==> src/ewsc_params.svh <==
// Constants for the emulation wait-state control block.
`ifndef EWSC_PARAMS_SVH
`define EWSC_PARAMS_SVH
`define EWSC_CLK_MHZ 20
`define EWSC_FAST_CLK_MHZ 25
`define EWSC_SLOW_MEM_NS 25
`define EWSC_WAIT_STATES 1
`define EWSC_SLOT_COUNT 2
`define EWSC_CFG_WAIT_BIT 0
`define EWSC_CFG_XLAT_BIT 1
`define EWSC_CFG_MON_LSB 2
`define EWSC_CFG_WIDTH 4
`define EWSC_ADDR_CFG 4'h0
`define EWSC_ADDR_STATUS 4'h1
`define EWSC_CFG_RESET 4'h0
`endif

==> src/ewsc_pkg.sv <==
// Types for the emulation wait-state control block.
package ewsc_pkg;
  typedef enum logic [1:0] {
    EWSC_MON_NONE,
    EWSC_MON_BACKGROUND,
    EWSC_MON_FOREGROUND
  } ewsc_monitor_type;
  typedef enum logic [1:0] {
    EWSC_IDLE,
    EWSC_WAIT,
    EWSC_OPEN
  } ewsc_cycle_type;
endpackage : ewsc_pkg

==> src/ewsc_wait_ctrl.sv <==
// Wait-state and translation-enable control for the emulator bus.
//
// Notes on behaviour
// - Fast-clock setting adds exactly one wait to every emulation access.
// - Slow clock and no slow modules gives zero-wait emulation accesses.
// - A slow 4-Mbyte module in either slot forces one wait.
// - Target accesses are lengthened by the device only by the wait period, when waits are on.
// - With waits on, target terminations are ignored for one wait period.
// - Translation enable only with foreground monitor; refusal is reported.
// - Translation is usable only after the configuration enable is applied.
// - Target disable input overrides the configured translation enable.
// - Unlocked emulation blocks ignore target acknowledges, end internally.
//
// The implementer's own choices: strobed register access and the register addresses.
`timescale 1ns/1ps
`include "ewsc_params.svh"
module ewsc_wait_ctrl (
  input wire logic clk_sys_i,
  input wire logic rst_i,
  input wire logic [3:0] reg_addr_i,
  input wire logic [7:0] reg_wdata_i,
  input wire logic reg_wr_i,
  input wire logic reg_rd_i,
  output logic [7:0] reg_rdata_o,
  input wire logic [`EWSC_SLOT_COUNT-1:0] slot_slow_i,
  input wire logic cycle_start_i,
  input wire logic cycle_emul_i,
  input wire logic cycle_lock_i,
  input wire logic transfer_acknowledge_i,
  input wire logic transfer_error_acknowledge_i,
  input wire logic translation_disable_input_i,
  output logic cycle_done_o,
  output logic cycle_error_o,
  output logic translation_enable_o,
  output logic xlat_refused_o
);
  import ewsc_pkg::*;

  logic [`EWSC_CFG_WIDTH-1:0] cfg_q;
  logic [`EWSC_CFG_WIDTH-1:0] cfg_d;
  logic refused_q;
  logic refused_d;
  logic [7:0] rdata_q;
  logic [7:0] rdata_d;
  ewsc_cycle_type state_q;
  ewsc_cycle_type state_d;
  logic emul_q;
  logic emul_d;
  logic lock_q;
  logic lock_d;
  logic [1:0] waits_q;
  logic [1:0] waits_d;
  logic [1:0] waits_now;
  logic hold_done;
  logic term_in;
  logic in_cycle;
  ewsc_monitor_type mon_sel;

  // Monitor code held in the config register; 3 decodes as none.
  function automatic ewsc_monitor_type mon_of(input logic [1:0] f);
    case (f)
      2'h1: mon_of = EWSC_MON_BACKGROUND;
      2'h2: mon_of = EWSC_MON_FOREGROUND;
      default: mon_of = EWSC_MON_NONE;
    endcase
  endfunction : mon_of

  assign mon_sel = mon_of(cfg_q[`EWSC_CFG_MON_LSB+1:`EWSC_CFG_MON_LSB]);

  // A slow module in any slot or the fast-clock setting asks for a wait.
  assign waits_now = (cfg_q[`EWSC_CFG_WAIT_BIT] || (|slot_slow_i)) ?
    2'(`EWSC_WAIT_STATES) : 2'h0;

  // Config writes; a translation enable without foreground is refused.
  always_comb begin
    cfg_d = cfg_q;
    refused_d = refused_q;
    rdata_d = 8'h00;
    if (reg_wr_i && reg_addr_i == `EWSC_ADDR_CFG) begin
      cfg_d = reg_wdata_i[`EWSC_CFG_WIDTH-1:0];
      refused_d = 1'b0;
      if (reg_wdata_i[`EWSC_CFG_XLAT_BIT] &&
          mon_of(reg_wdata_i[3:2]) != EWSC_MON_FOREGROUND) begin
        cfg_d[`EWSC_CFG_XLAT_BIT] = 1'b0;
        refused_d = 1'b1;
      end
    end
    if (reg_rd_i) begin
      if (reg_addr_i == `EWSC_ADDR_CFG) begin
        rdata_d = {4'h0, cfg_q};
      end else if (reg_addr_i == `EWSC_ADDR_STATUS) begin
        rdata_d = {4'h0, in_cycle, translation_enable_o, refused_q,
          waits_q[0]};
      end else begin
        rdata_d = 8'h00;
      end
    end
  end

  always_ff @(posedge clk_sys_i) begin
    if (rst_i) begin
      cfg_q <= `EWSC_CFG_RESET;
      refused_q <= 1'b0;
      rdata_q <= 8'h00;
    end else begin
      cfg_q <= cfg_d;
      refused_q <= refused_d;
      rdata_q <= rdata_d;
    end
  end

  assign reg_rdata_o = rdata_q;
  assign xlat_refused_o = refused_q;

  // Configured enable only ever reaches the unit; the target pin wins.
  assign translation_enable_o = cfg_q[`EWSC_CFG_XLAT_BIT] &&
    !translation_disable_input_i;

  // Termination inputs that matter for this cycle.
  assign term_in = transfer_acknowledge_i || transfer_error_acknowledge_i;
  assign in_cycle = (state_q != EWSC_IDLE);

  ewsc_hold_timer u_hold (
    .clk_sys_i(clk_sys_i),
    .rst_i(rst_i),
    .start_i(cycle_start_i && !in_cycle),
    .waits_i(waits_now),
    .done_o(hold_done)
  );

  // Cycle tracker; wait count is frozen at cycle start.
  always_comb begin
    state_d = state_q;
    emul_d = emul_q;
    lock_d = lock_q;
    waits_d = waits_q;
    cycle_done_o = 1'b0;
    cycle_error_o = 1'b0;
    case (state_q)
      EWSC_IDLE: begin
        if (cycle_start_i) begin
          waits_d = waits_now;
          emul_d = cycle_emul_i;
          lock_d = cycle_lock_i;
          state_d = (waits_now == 2'h0) ? EWSC_OPEN : EWSC_WAIT;
          if (waits_now == 2'h0 && cycle_emul_i && !cycle_lock_i) begin
            cycle_done_o = 1'b1;
            state_d = EWSC_IDLE;
          end
        end
      end
      EWSC_WAIT: begin
        // Terminations seen during the wait are ignored.
        if (hold_done) begin
          state_d = EWSC_OPEN;
        end
      end
      EWSC_OPEN: begin
        if (emul_q && !lock_q) begin
          cycle_done_o = 1'b1;
          state_d = EWSC_IDLE;
        end else if (term_in) begin
          // Target paces its own cycle; no extra wait added here.
          cycle_done_o = 1'b1;
          cycle_error_o = transfer_error_acknowledge_i;
          state_d = EWSC_IDLE;
        end
      end
      default: state_d = EWSC_IDLE;
    endcase
  end

  always_ff @(posedge clk_sys_i) begin
    if (rst_i) begin
      state_q <= EWSC_IDLE;
      emul_q <= 1'b0;
      lock_q <= 1'b0;
      waits_q <= 2'h0;
    end else begin
      state_q <= state_d;
      emul_q <= emul_d;
      lock_q <= lock_d;
      waits_q <= waits_d;
    end
  end

  property no_early_term_p;
    @(posedge clk_sys_i) disable iff (rst_i)
      (state_q == EWSC_IDLE && cycle_start_i && waits_now != 2'h0)
      |=> !cycle_done_o;
  endproperty
  hold_off_term_a: assert property (no_early_term_p)
    else $error("termination accepted inside the wait state");
  emul_one_wait_a: assert property (@(posedge clk_sys_i) disable iff (rst_i)
    (state_q == EWSC_IDLE && cycle_start_i && cycle_emul_i && !cycle_lock_i
     && waits_now == 2'h1) |=> !cycle_done_o ##1 cycle_done_o)
    else $error("emulation access did not take one wait");
  emul_zero_wait_a: assert property (@(posedge clk_sys_i) disable iff (rst_i)
    (state_q == EWSC_IDLE && cycle_start_i && cycle_emul_i && !cycle_lock_i
     && !cfg_q[0] && slot_slow_i == 2'b00) |-> cycle_done_o)
    else $error("zero-wait emulation access was delayed");
  slot_forces_wait_a: assert property (@(posedge clk_sys_i)
    disable iff (rst_i) (|slot_slow_i) |-> waits_now == 2'h1)
    else $error("slow module did not force a wait");
  target_no_stretch_a: assert property (@(posedge clk_sys_i)
    disable iff (rst_i) (state_q == EWSC_OPEN && !emul_q && term_in)
    |-> cycle_done_o)
    else $error("target cycle was lengthened");
  xlat_fg_only_a: assert property (@(posedge clk_sys_i) disable iff (rst_i)
    translation_enable_o |-> mon_sel == EWSC_MON_FOREGROUND)
    else $error("translation enabled without foreground monitor");
  xlat_config_a: assert property (@(posedge clk_sys_i) disable iff (rst_i)
    !cfg_q[1] |-> !translation_enable_o)
    else $error("translation enabled without configuration");
  target_disable_a: assert property (@(posedge clk_sys_i) disable iff (rst_i)
    translation_disable_input_i |-> !translation_enable_o)
    else $error("target disable ignored");
  unlock_ignore_a: assert property (@(posedge clk_sys_i) disable iff (rst_i)
    (emul_q && !lock_q && cycle_done_o) |-> !cycle_error_o)
    else $error("unlocked emulation cycle took a target error");
  wait_stable_a: assert property (@(posedge clk_sys_i) disable iff (rst_i)
    (in_cycle && $past(in_cycle)) |-> $stable(waits_q))
    else $error("wait count changed inside a cycle");

  emul_wait_c: cover property (@(posedge clk_sys_i)
    state_q == EWSC_WAIT && emul_q);
  target_term_c: cover property (@(posedge clk_sys_i)
    state_q == EWSC_OPEN && !emul_q && term_in);
  refused_c: cover property (@(posedge clk_sys_i) refused_q);
  override_c: cover property (@(posedge clk_sys_i)
    cfg_q[1] && translation_disable_input_i);
endmodule : ewsc_wait_ctrl

==> src/ewsc_hold_timer.sv <==
// One-shot wait counter that holds off cycle completion.
`timescale 1ns/1ps
`include "ewsc_params.svh"
module ewsc_hold_timer (
  input wire logic clk_sys_i,
  input wire logic rst_i,
  input wire logic start_i,
  input wire logic [1:0] waits_i,
  output logic done_o
);
  logic [1:0] count_q;
  logic [1:0] count_d;

  // Loads on start and counts down one per clock to zero.
  always_comb begin
    count_d = count_q;
    if (start_i) begin
      count_d = waits_i;
    end else if (count_q != 2'h0) begin
      count_d = count_q - 2'h1;
    end
  end

  always_ff @(posedge clk_sys_i) begin
    if (rst_i) begin
      count_q <= 2'h0;
    end else begin
      count_q <= count_d;
    end
  end

  // Done marks the last waiting cycle, so the caller leaves its wait at
  // this edge; a zero-wait start completes at once.
  assign done_o = start_i ? (waits_i == 2'h0) : (count_q <= 2'h1);
endmodule : ewsc_hold_timer

==> config.mk <==
export PLATFORM = sky130hd
export DESIGN_NAME = ewsc_wait_ctrl
export DESIGN_NICKNAME = d
export VERILOG_FILES = /design/src/ewsc_pkg.sv /design/src/ewsc_wait_ctrl.sv /design/src/ewsc_hold_timer.sv
export VERILOG_INCLUDE_DIRS = /design/src
export SDC_FILE = /design/constraint.sdc
export NUM_CORES = 1
export LEC_CHECK = 0
export ABC_AREA = 1
export BUFFER_PORTS_ARGS = -buffer_cell sky130_fd_sc_hd__clkbuf_2
export CAP_MARGIN = 20
export CORE_MARGIN = 3
export CORE_UTILIZATION = 25
export CTS_BUF_LIST = sky130_fd_sc_hd__clkbuf_8
export CTS_CLUSTER_SIZE = 8
export DETAILED_ROUTE_END_ITERATION = 10
export REMOVE_ABC_BUFFERS = 1
export SLEW_MARGIN = 5
export SYNTH_ARGS = -nofsm -noshare
export SYNTH_HDL_FRONTEND = slang
export SYNTH_HIERARCHICAL = 1
export SYNTH_SLANG_ARGS = --single-unit
==> constraint.sdc <==
create_clock -name clk_sys_i -period 1.6 [get_ports clk_sys_i]
set_input_delay 0.32 -clock clk_sys_i [delete_from_list [all_inputs] [get_ports clk_sys_i]]
set_output_delay 0.32 -clock clk_sys_i [all_outputs]
set_load 0.03 [all_outputs]
---- After elaboration in Yosys (flattened, before gate mapping) ----
Cells that the tools add are included.
word-level totals
  output and inout bits ................... 12
  logic and storage cells ................. 70
  input bits .............................. 24
  bits in registers ....................... 20
operators by class
  mux-type cells .......................... 25
  $lt $le $gt $ge ......................... 1
  bitwise logic cells ..................... 1
  equal/unequal tests ..................... 9
  reductions and logical operators ........ 24
  add/subtract/negate cells ............... 1
operator list
  operator                                                                          count
  2-bit two-way mux                                                                 9
  1-bit two-way mux                                                                 11
  4-bit two-way mux                                                                 2
  1-bit logical AND                                                                 7
  2-bit != test, second input constant                                              3
  2-bit one-hot mux with 3 select lines                                             1
  2-bit nonzero test                                                                3
  2-bit by 1-bit equality test with 1-bit output, second input constant             2
  2-bit equality test, second input constant                                        2
  4-bit by 1-bit equality test with 1-bit output, second input constant             1
  1-bit zero test                                                                   4
  2-bit zero test                                                                   2
  4-bit zero test                                                                   1
  2-bit one-hot mux with 2 select lines                                             1
  2-bit OR reduction                                                                2
  3-bit != test, second input constant                                              1
  3-bit AND reduction                                                               1
  3-bit OR reduction                                                                1
  2-bit by 1-bit less-or-equal comparator with 1-bit output, second input constant  1
  1-bit logical OR                                                                  2
  1-bit one-hot mux with 2 select lines                                             1
  2-bit AND reduction                                                               1
  2-bit by 1-bit subtractor with 2-bit output, second input constant                1
  1-bit inverter                                                                    1

---- Logic depth before layout (Yosys ltp) ----
Gate-level depths: netlist of run 1.
  depth in word-level cells ............... 9
  mapped depth ............................ 12
  mapped depth without buffers ............ 12

---- Modules after synthesis ----
Netlist of run 1, hierarchy kept.
modules (own cells, without submodules)
  module           instances  cells each  sequential area each (sq um)  area each (sq um)
  ewsc_wait_ctrl   1          106         280.3                         721.9
  ewsc_hold_timer  1          24          40.0                          156.4

---- Least setup slack after synthesis of run 1 ----
Ideal clock, no wire load.
  kind .................................... reg-to-output
  from .................................... reg state_q[1]
  to ...................................... out cycle_done_o
  buffers on the path ..................... 0
  slack ................................... 0.259 ns
  required time ........................... 1.280 ns
  arrival time ............................ 1.021 ns
  stages on the path, launching flop included .. 5
  cell sequence ........................... dfxtp_1 > inv_2 > nor2_1 > inv_1 > o21ai_1
between the ends
  longest elaborated chain between the ends .. 2
  elaborated cells between the ends (all ways) .. 3
  classes of those cells .................. 1 x eq/ne; 1 x mux; 1 x reduce/logical
RTL lines
  element                                                 RTL line               RTL
  start: declaration                                      ewsc_wait_ctrl.sv:45   ewsc_cycle_type state_q;
  start signal: assignment                                ewsc_wait_ctrl.sv:180  state_q <= state_d;
  2-bit equality test or 2-bit zero test (tied branches)  ewsc_wait_ctrl.sv:139  case (state_q)
  1-bit one-hot mux with 2 select lines (*)               ewsc_wait_ctrl.sv:139
  end: declaration                                        ewsc_wait_ctrl.sv:32   output logic cycle_done_o,
Mark *: on every way between the ends. The rest lies on a longest branch, timed or not.

---- Worst setup path in the final report of run 1 ----
  from .................................... reg state_q[0]
  to ...................................... out cycle_done_o
The elaborated chain is that of the path after synthesis.

==> qor.yml, run 1 <==
drv_slew: 0
yosys_warnings: 6
fin_worst_skew_ns: 0.00149
yosysTopAreaCell: "dfxtp_1"
cts-buffers-inserted: 3
dieWidth_microns: 65.3
rows: 20
tns_ns: 0
synth_edf_count: 0
wire_per_inst_microns: 8.85
grt_util_all_layers_pct: 9.53
fin_nets: 189
synth_most_common_cell: "nand2_1"
status: "finished clean"
worstHoldPathCells: 3
reg2reg_to: "state_q[1]"
whs_endpoint: "lock_q"
synth.cell_area_sq_um: 878
hold-worst-slack_ns: 0.290
drtAntennaViolNets: 0
postLayoutCellArea_sq_um: 1120
die_h_microns: 65.3
insertedDiodeCount: 0
async_flop_share_pct: 0
power.density_nw_per_um2: 903
leakage_nw: 0.570
start_util_pct: 27.4
r2r_slack_ns: 0.18
drtIter0Drc: 12
r2r-start: "state_q[0]"
crit_arrival_ns: 1.19
first_pass_iters: 4
final_util_pct: 35.1
clkTransAtPathRegs_ns: 0.07
fin_crit_ns: 1.51
via_per_inst: 4.11
num_vias: 846
area_growth_pct: 28.1
power_mw: 1.02
ys_top_cells_by_count: "28 x nand2_1, 20 x nor2_1, 16 x dfxtp_1, 16 x inv_1, 11 x a21oi_1"
cts_tree: "built"
critPathRequiredTime_ns: 1.28
syn_inst: 130
critPathLaunchType: "register"
finalSetupViolations: 0
core_sq_um: 3200
grt_max_degree: 11
synth_top_area_share_pct: 36.5
htree_levels: 1
ios: 36
synth.area.top_cells: "dfxtp_1 36%, nand2_1 12%, nor2_1 8.5%"
place_congestion: 0.702
clock.fmax_mhz: 664
io_buffer_count: 27
routed_wl_microns: 1820
antenna_found_initial: 0
grt_pass1_wl_microns: 3210
hold_path.startpoint: "cycle_lock_i"
placedCellCount: 201
route.detailed.drc: 0
grt_overflow: 0
fin_crit_sh_pct: 94.1
grt_pass1_vias: 774
syn_area_per_cell_sq_um: 6.76
clock_sinks: 16
grt_setup_unrepaired: "false"
setup_slack_ns: 0.0942
fill_cells: 399
holdBufCountCts: 0
peakVddDrop_mv: 0.291
crit_type: "register to output port"
hold_violations: 0
ys_seq_area_share_pct: 36.5
place_ws_ns: 0.193
worstPathMaxFanout: 6
ys_dominant_reg_cell: "dfxtp_1"
root_buffer: "clkbuf_8"
drv_cap: 0
synth_cell_type_count: 21
placed_area_sq_um: 1050
dpl.hpwl_microns: 1470
layout.cells.non_filler: 206
cp-end-kind: "output port"
synth-seq-cells: 16
clock_latency_ns: 0.25
die-area_sq_um: 4260
reg2reg_depth: 13
hold_class: "input port to register"
clock_path_buffers: 2
drive_gt1_share_pct: 30.2
[layer usage]
layer | wire length (microns) | global-route usage (%) | vias to the layer above | share of wire [%]
met1 | 890 | 12.3 | 361 | 49
met2 | 823 | 15.2 | 20 | 45
met4 | 9 | 3.89 | 0 | 0.49
li1 | - | - | 463 | -
met3 | 100 | 2.22 | 2 | 5.5
met5 | 0 | 0 | - | 0
[power by group]
part	internal, mW	switching [mW]	total, mW
logic	0.0775	0.133	0.211
clock network	0.218	0.148	0.366
registers	0.423	0.0157	0.439
total	0.719	0.297	1.02
[critical path, cell delays in order (launching register included)]
cell and delay, ns:
dfxtp_2 0.35, inv_2 0.06, nand3_2 0.13, inv_4 0.07, nand2_1 0.05, o21ai_1 0.07
clkbuf_4 0.20
[layout make-up]
| cell class | count | area, sq um | area share, % |
|---|---|---|---|
| repair buffers | 28 | 145 | 12.9 |
| clock buffers | 4 | 55.1 | 4.89 |
| flip-flops and latches | 16 | 322 | 28.6 |
| inverters | 24 | 92.6 | 8.23 |
| multi-input cells | 90 | 455 | 40.5 |
| well taps | 44 | 55.1 | 4.89 |
[sequential cells by signal (all words and copies together), names as in the netlist]
signal,count
cfg_q,4
emul_q,1
lock_q,1
reg_rdata_o,4
state_q,2
u_hold/count_q,2
waits_q,1
xlat_refused_o,1
[worst max path at each step]
stage	startpoint	endpoint	slack [ns]	depth (start not counted)
floorplan	state_q[1]	cycle_done_o	0.26	4
global placement	slot_slow_i[1]	cycle_done_o	0.19	7
detailed placement	slot_slow_i[1]	cycle_done_o	0.19	7
CTS	state_q[1]	cycle_done_o	0.03	5
global route	state_q[0]	state_q[1]	0.02	13
finish	state_q[0]	cycle_done_o	0.09	6
[timing repair]
item,4_1_cts,5_1_grt
setup buffers,1,0
hold endpoints to repair,0,0
endpoints found under the setup margin,1,3
resized for setup,2,2
[logic make-up after synthesis]
kind of cell | after synthesis | synth area share (%)
flops | 16 | 36.5
compound gates | 19 | 11.5
fa+ha+maj | 2 | 2.85
simple gates | 64 | 35.0
buf+inv | 28 | 13.7
other cells | 1 | 0.427
[placed cells by master (no fill, tap or decap), types with 2 or more instances in the layout]
cell and n:
nand2_1 28, dfxtp_1 15, inv_1 16, nor2_1 19, nor2_4 2, nand3_2 2
a21oi_1 11, clkbuf_8 4, inv_2 7, conb_1 5, clkbuf_2 26, o21ai_1 5
ha_1 2, nand4_1 4, nand3_1 4
No activity file was read; power rests on OpenSTA's default activity.
==> inputs of run 2 (changes only) <==
--- a/config.mk
+++ b/config.mk
@@ -10,10 +10,11 @@
 export BUFFER_PORTS_ARGS = -buffer_cell sky130_fd_sc_hd__clkbuf_2
 export CAP_MARGIN = 20
 export CORE_MARGIN = 3
-export CORE_UTILIZATION = 25
+export CORE_UTILIZATION = 49
 export CTS_BUF_LIST = sky130_fd_sc_hd__clkbuf_8
 export CTS_CLUSTER_SIZE = 8
 export DETAILED_ROUTE_END_ITERATION = 10
+export PLACE_DENSITY = 0.81
 export REMOVE_ABC_BUFFERS = 1
 export SLEW_MARGIN = 5
 export SYNTH_ARGS = -nofsm -noshare
==> qor.yml, run 2 (synthesis gave the netlist of run 1 again) <==
clock_path_buffers: 2  # unchanged
via_per_inst: 4.74  # was 4.11
ios: 36  # unchanged
drv_slew: 0  # unchanged
status: "finished clean"  # unchanged
rows: 14  # was 20
insertedDiodeCount: 0  # unchanged
dpl.hpwl_microns: 1550  # was 1470 microns
final_common_cell: "nand2_1"  # unchanged
route.detailed.drc: 0  # unchanged
clock_power_share_pct: 35.6  # was 36.0%
holdBufCountCts: 0  # unchanged
hold-worst-slack_ns: 0.295  # was 0.290 ns
peakVddDrop_mv: 0.839  # was 0.291 mV
comb_power_share_pct: 21.2  # was 20.8%
hold_class: "input port to register"  # unchanged
grt_util_all_layers_pct: 17.5  # was 9.53%
grt_pass1_wl_microns: 3220  # was 3210 microns
io_buffer_count: 27  # unchanged
hold_violations: 0  # unchanged
num_vias: 882  # was 846
pwr-share-seq_pct: 43.3  # was 43.2%
area_growth_pct: 25.2  # was 28.1%
start_util_pct: 55.1  # was 27.4%
cp-end-kind: "output port"  # unchanged
power.density_nw_per_um2: 924  # was 903 nW/um^2
sw_frac_of_total_pct: 29.2  # about the same
grt_setup_unrepaired: "false"  # unchanged
fin_nets: 189  # unchanged
die_h_microns: 48.3  # was 65.3 microns
drtIter0Drc: 12  # unchanged
first_pass_iters: 4  # unchanged
cts-buffers-inserted: 3  # unchanged
fill_cells: 136  # was 399
grt_max_degree: 11  # unchanged
fin_crit_ns: 1.51  # about the same
antenna_found_initial: 0  # unchanged
power_mw: 1.02  # about the same
clock.fmax_mhz: 661  # was 664 MHz
htree_levels: 1  # unchanged
routed_wl_microns: 1990  # was 1820 microns
grt_pass1_vias: 791  # was 774
clkTransAtPathRegs_ns: 0.06  # was 0.07 ns
grt_overflow: 0  # unchanged
drv_cap: 0  # unchanged
tns_ns: 0  # unchanged
multi_input_area_sq_um: 455  # unchanged
p_sw_uw: 297  # about the same
wire_per_inst_microns: 10.7  # was 8.85 microns
fin_worst_skew_ns: 0.000400  # was 0.00149 ns
clock_sinks: 16  # unchanged
root_buffer: "clkbuf_8"  # unchanged
crit_arrival_ns: 1.19  # about the same
intPower_uw: 720  # was 719 uW
drtAntennaViolNets: 0  # unchanged
crit_type: "register to output port"  # unchanged
place_congestion: 0.756  # was 0.702
finalSetupViolations: 0  # unchanged
dieWidth_microns: 48.3  # was 65.3 microns
cts_tree: "built"  # unchanged
leakage_nw: 0.571  # was 0.570 nW
layout_common_cells: "28 x nand2_1, 26 x clkbuf_2, 19 x nor2_1"  # unchanged
seq_area_sq_um: 322  # unchanged
fin_crit_sh_pct: 94.6  # was 94.1%
critPathRequiredTime_ns: 1.28  # about the same
worstPathMaxFanout: 6  # unchanged
clock_latency_ns: 0.25  # about the same
critPathLaunchType: "register"  # unchanged
core_sq_um: 1590  # was 3200 sq um
drive_gt1_share_pct: 30.2  # unchanged
die-area_sq_um: 2340  # was 4260 sq um
[run 2: cell types whose count changed in the layout (fill, tap and decap cells not counted), sizes merged]
| cell | before | now |
|---|---|---|
| buf | 1 | 2 |
| clkbuf | 31 | 30 |
[run 2: what timing repair did]
action / CTS / global route
setup endpoints to repair: 1 / 3
buffers inserted: 1 / 0
resized for setup: 2 / 3
[run 2: metrics by stage]
stage / cell area [sq um] / utilization (%) / std cells / worst slack (ns)
floorplan: 863 / - / 130 / 0.259
global placement: 1030 / 64.5 / 181 / 0.228
detailed placement: 1030 / 64.5 / 181 / 0.196
CTS: 1100 / 68.8 / 186 / 0.0288
global route: 1100 / 69.0 / 186 / 0.0114
finish: 1100 / 69.0 / 186 / 0.0863
[run 2: cell type report]
type	count	share of cell area, %
clock buffers	4	5.01
inverters	24	8.42
multi-input cells	90	41.4
flip-flops and latches	16	29.2
well taps	24	2.73
repair buffers	28	13.2
[run 2: final timing paths]
| path | from | end | slack [ns] | cells after the start |
|---|---|---|---|---|
| worst min register to register | waits_q[0] | waits_q[0] | 0.48 | 2 |
| worst max-delay path | state_q[0] | cycle_done_o | 0.09 | 6 |
| worst min-delay path | cycle_lock_i | lock_q | 0.29 | 3 |
| worst max register to register | state_q[0] | state_q[1] | 0.13 | 13 |
[run 2: power by group through the flow]
stage               clock, mW  combinational (mW)  sequential, mW
global route            0.386               0.242           0.441
finish                  0.361               0.215           0.440
CTS                     0.365               0.215           0.439
floorplan                   0               0.145           0.445
detailed placement          0               0.207           0.448
global placement            0               0.196           0.446
[run 2: worst max-delay path, stage by stage (launching register included)]
cell	delay (ns)
dfxtp_2	0.36
inv_2	0.07
nand3_2	0.14
inv_4	0.08
nand2_1	0.05
o21ai_1	0.08
buf_4	0.18
[run 2: per-layer routing]
layer,vias up,wire [microns],global-route usage [%]
met4,0,59,9.95
met3,7,80,3.99
met1,394,851,19.0
met2,21,1000,31.2
met5,-,0,0
li1,460,-,-
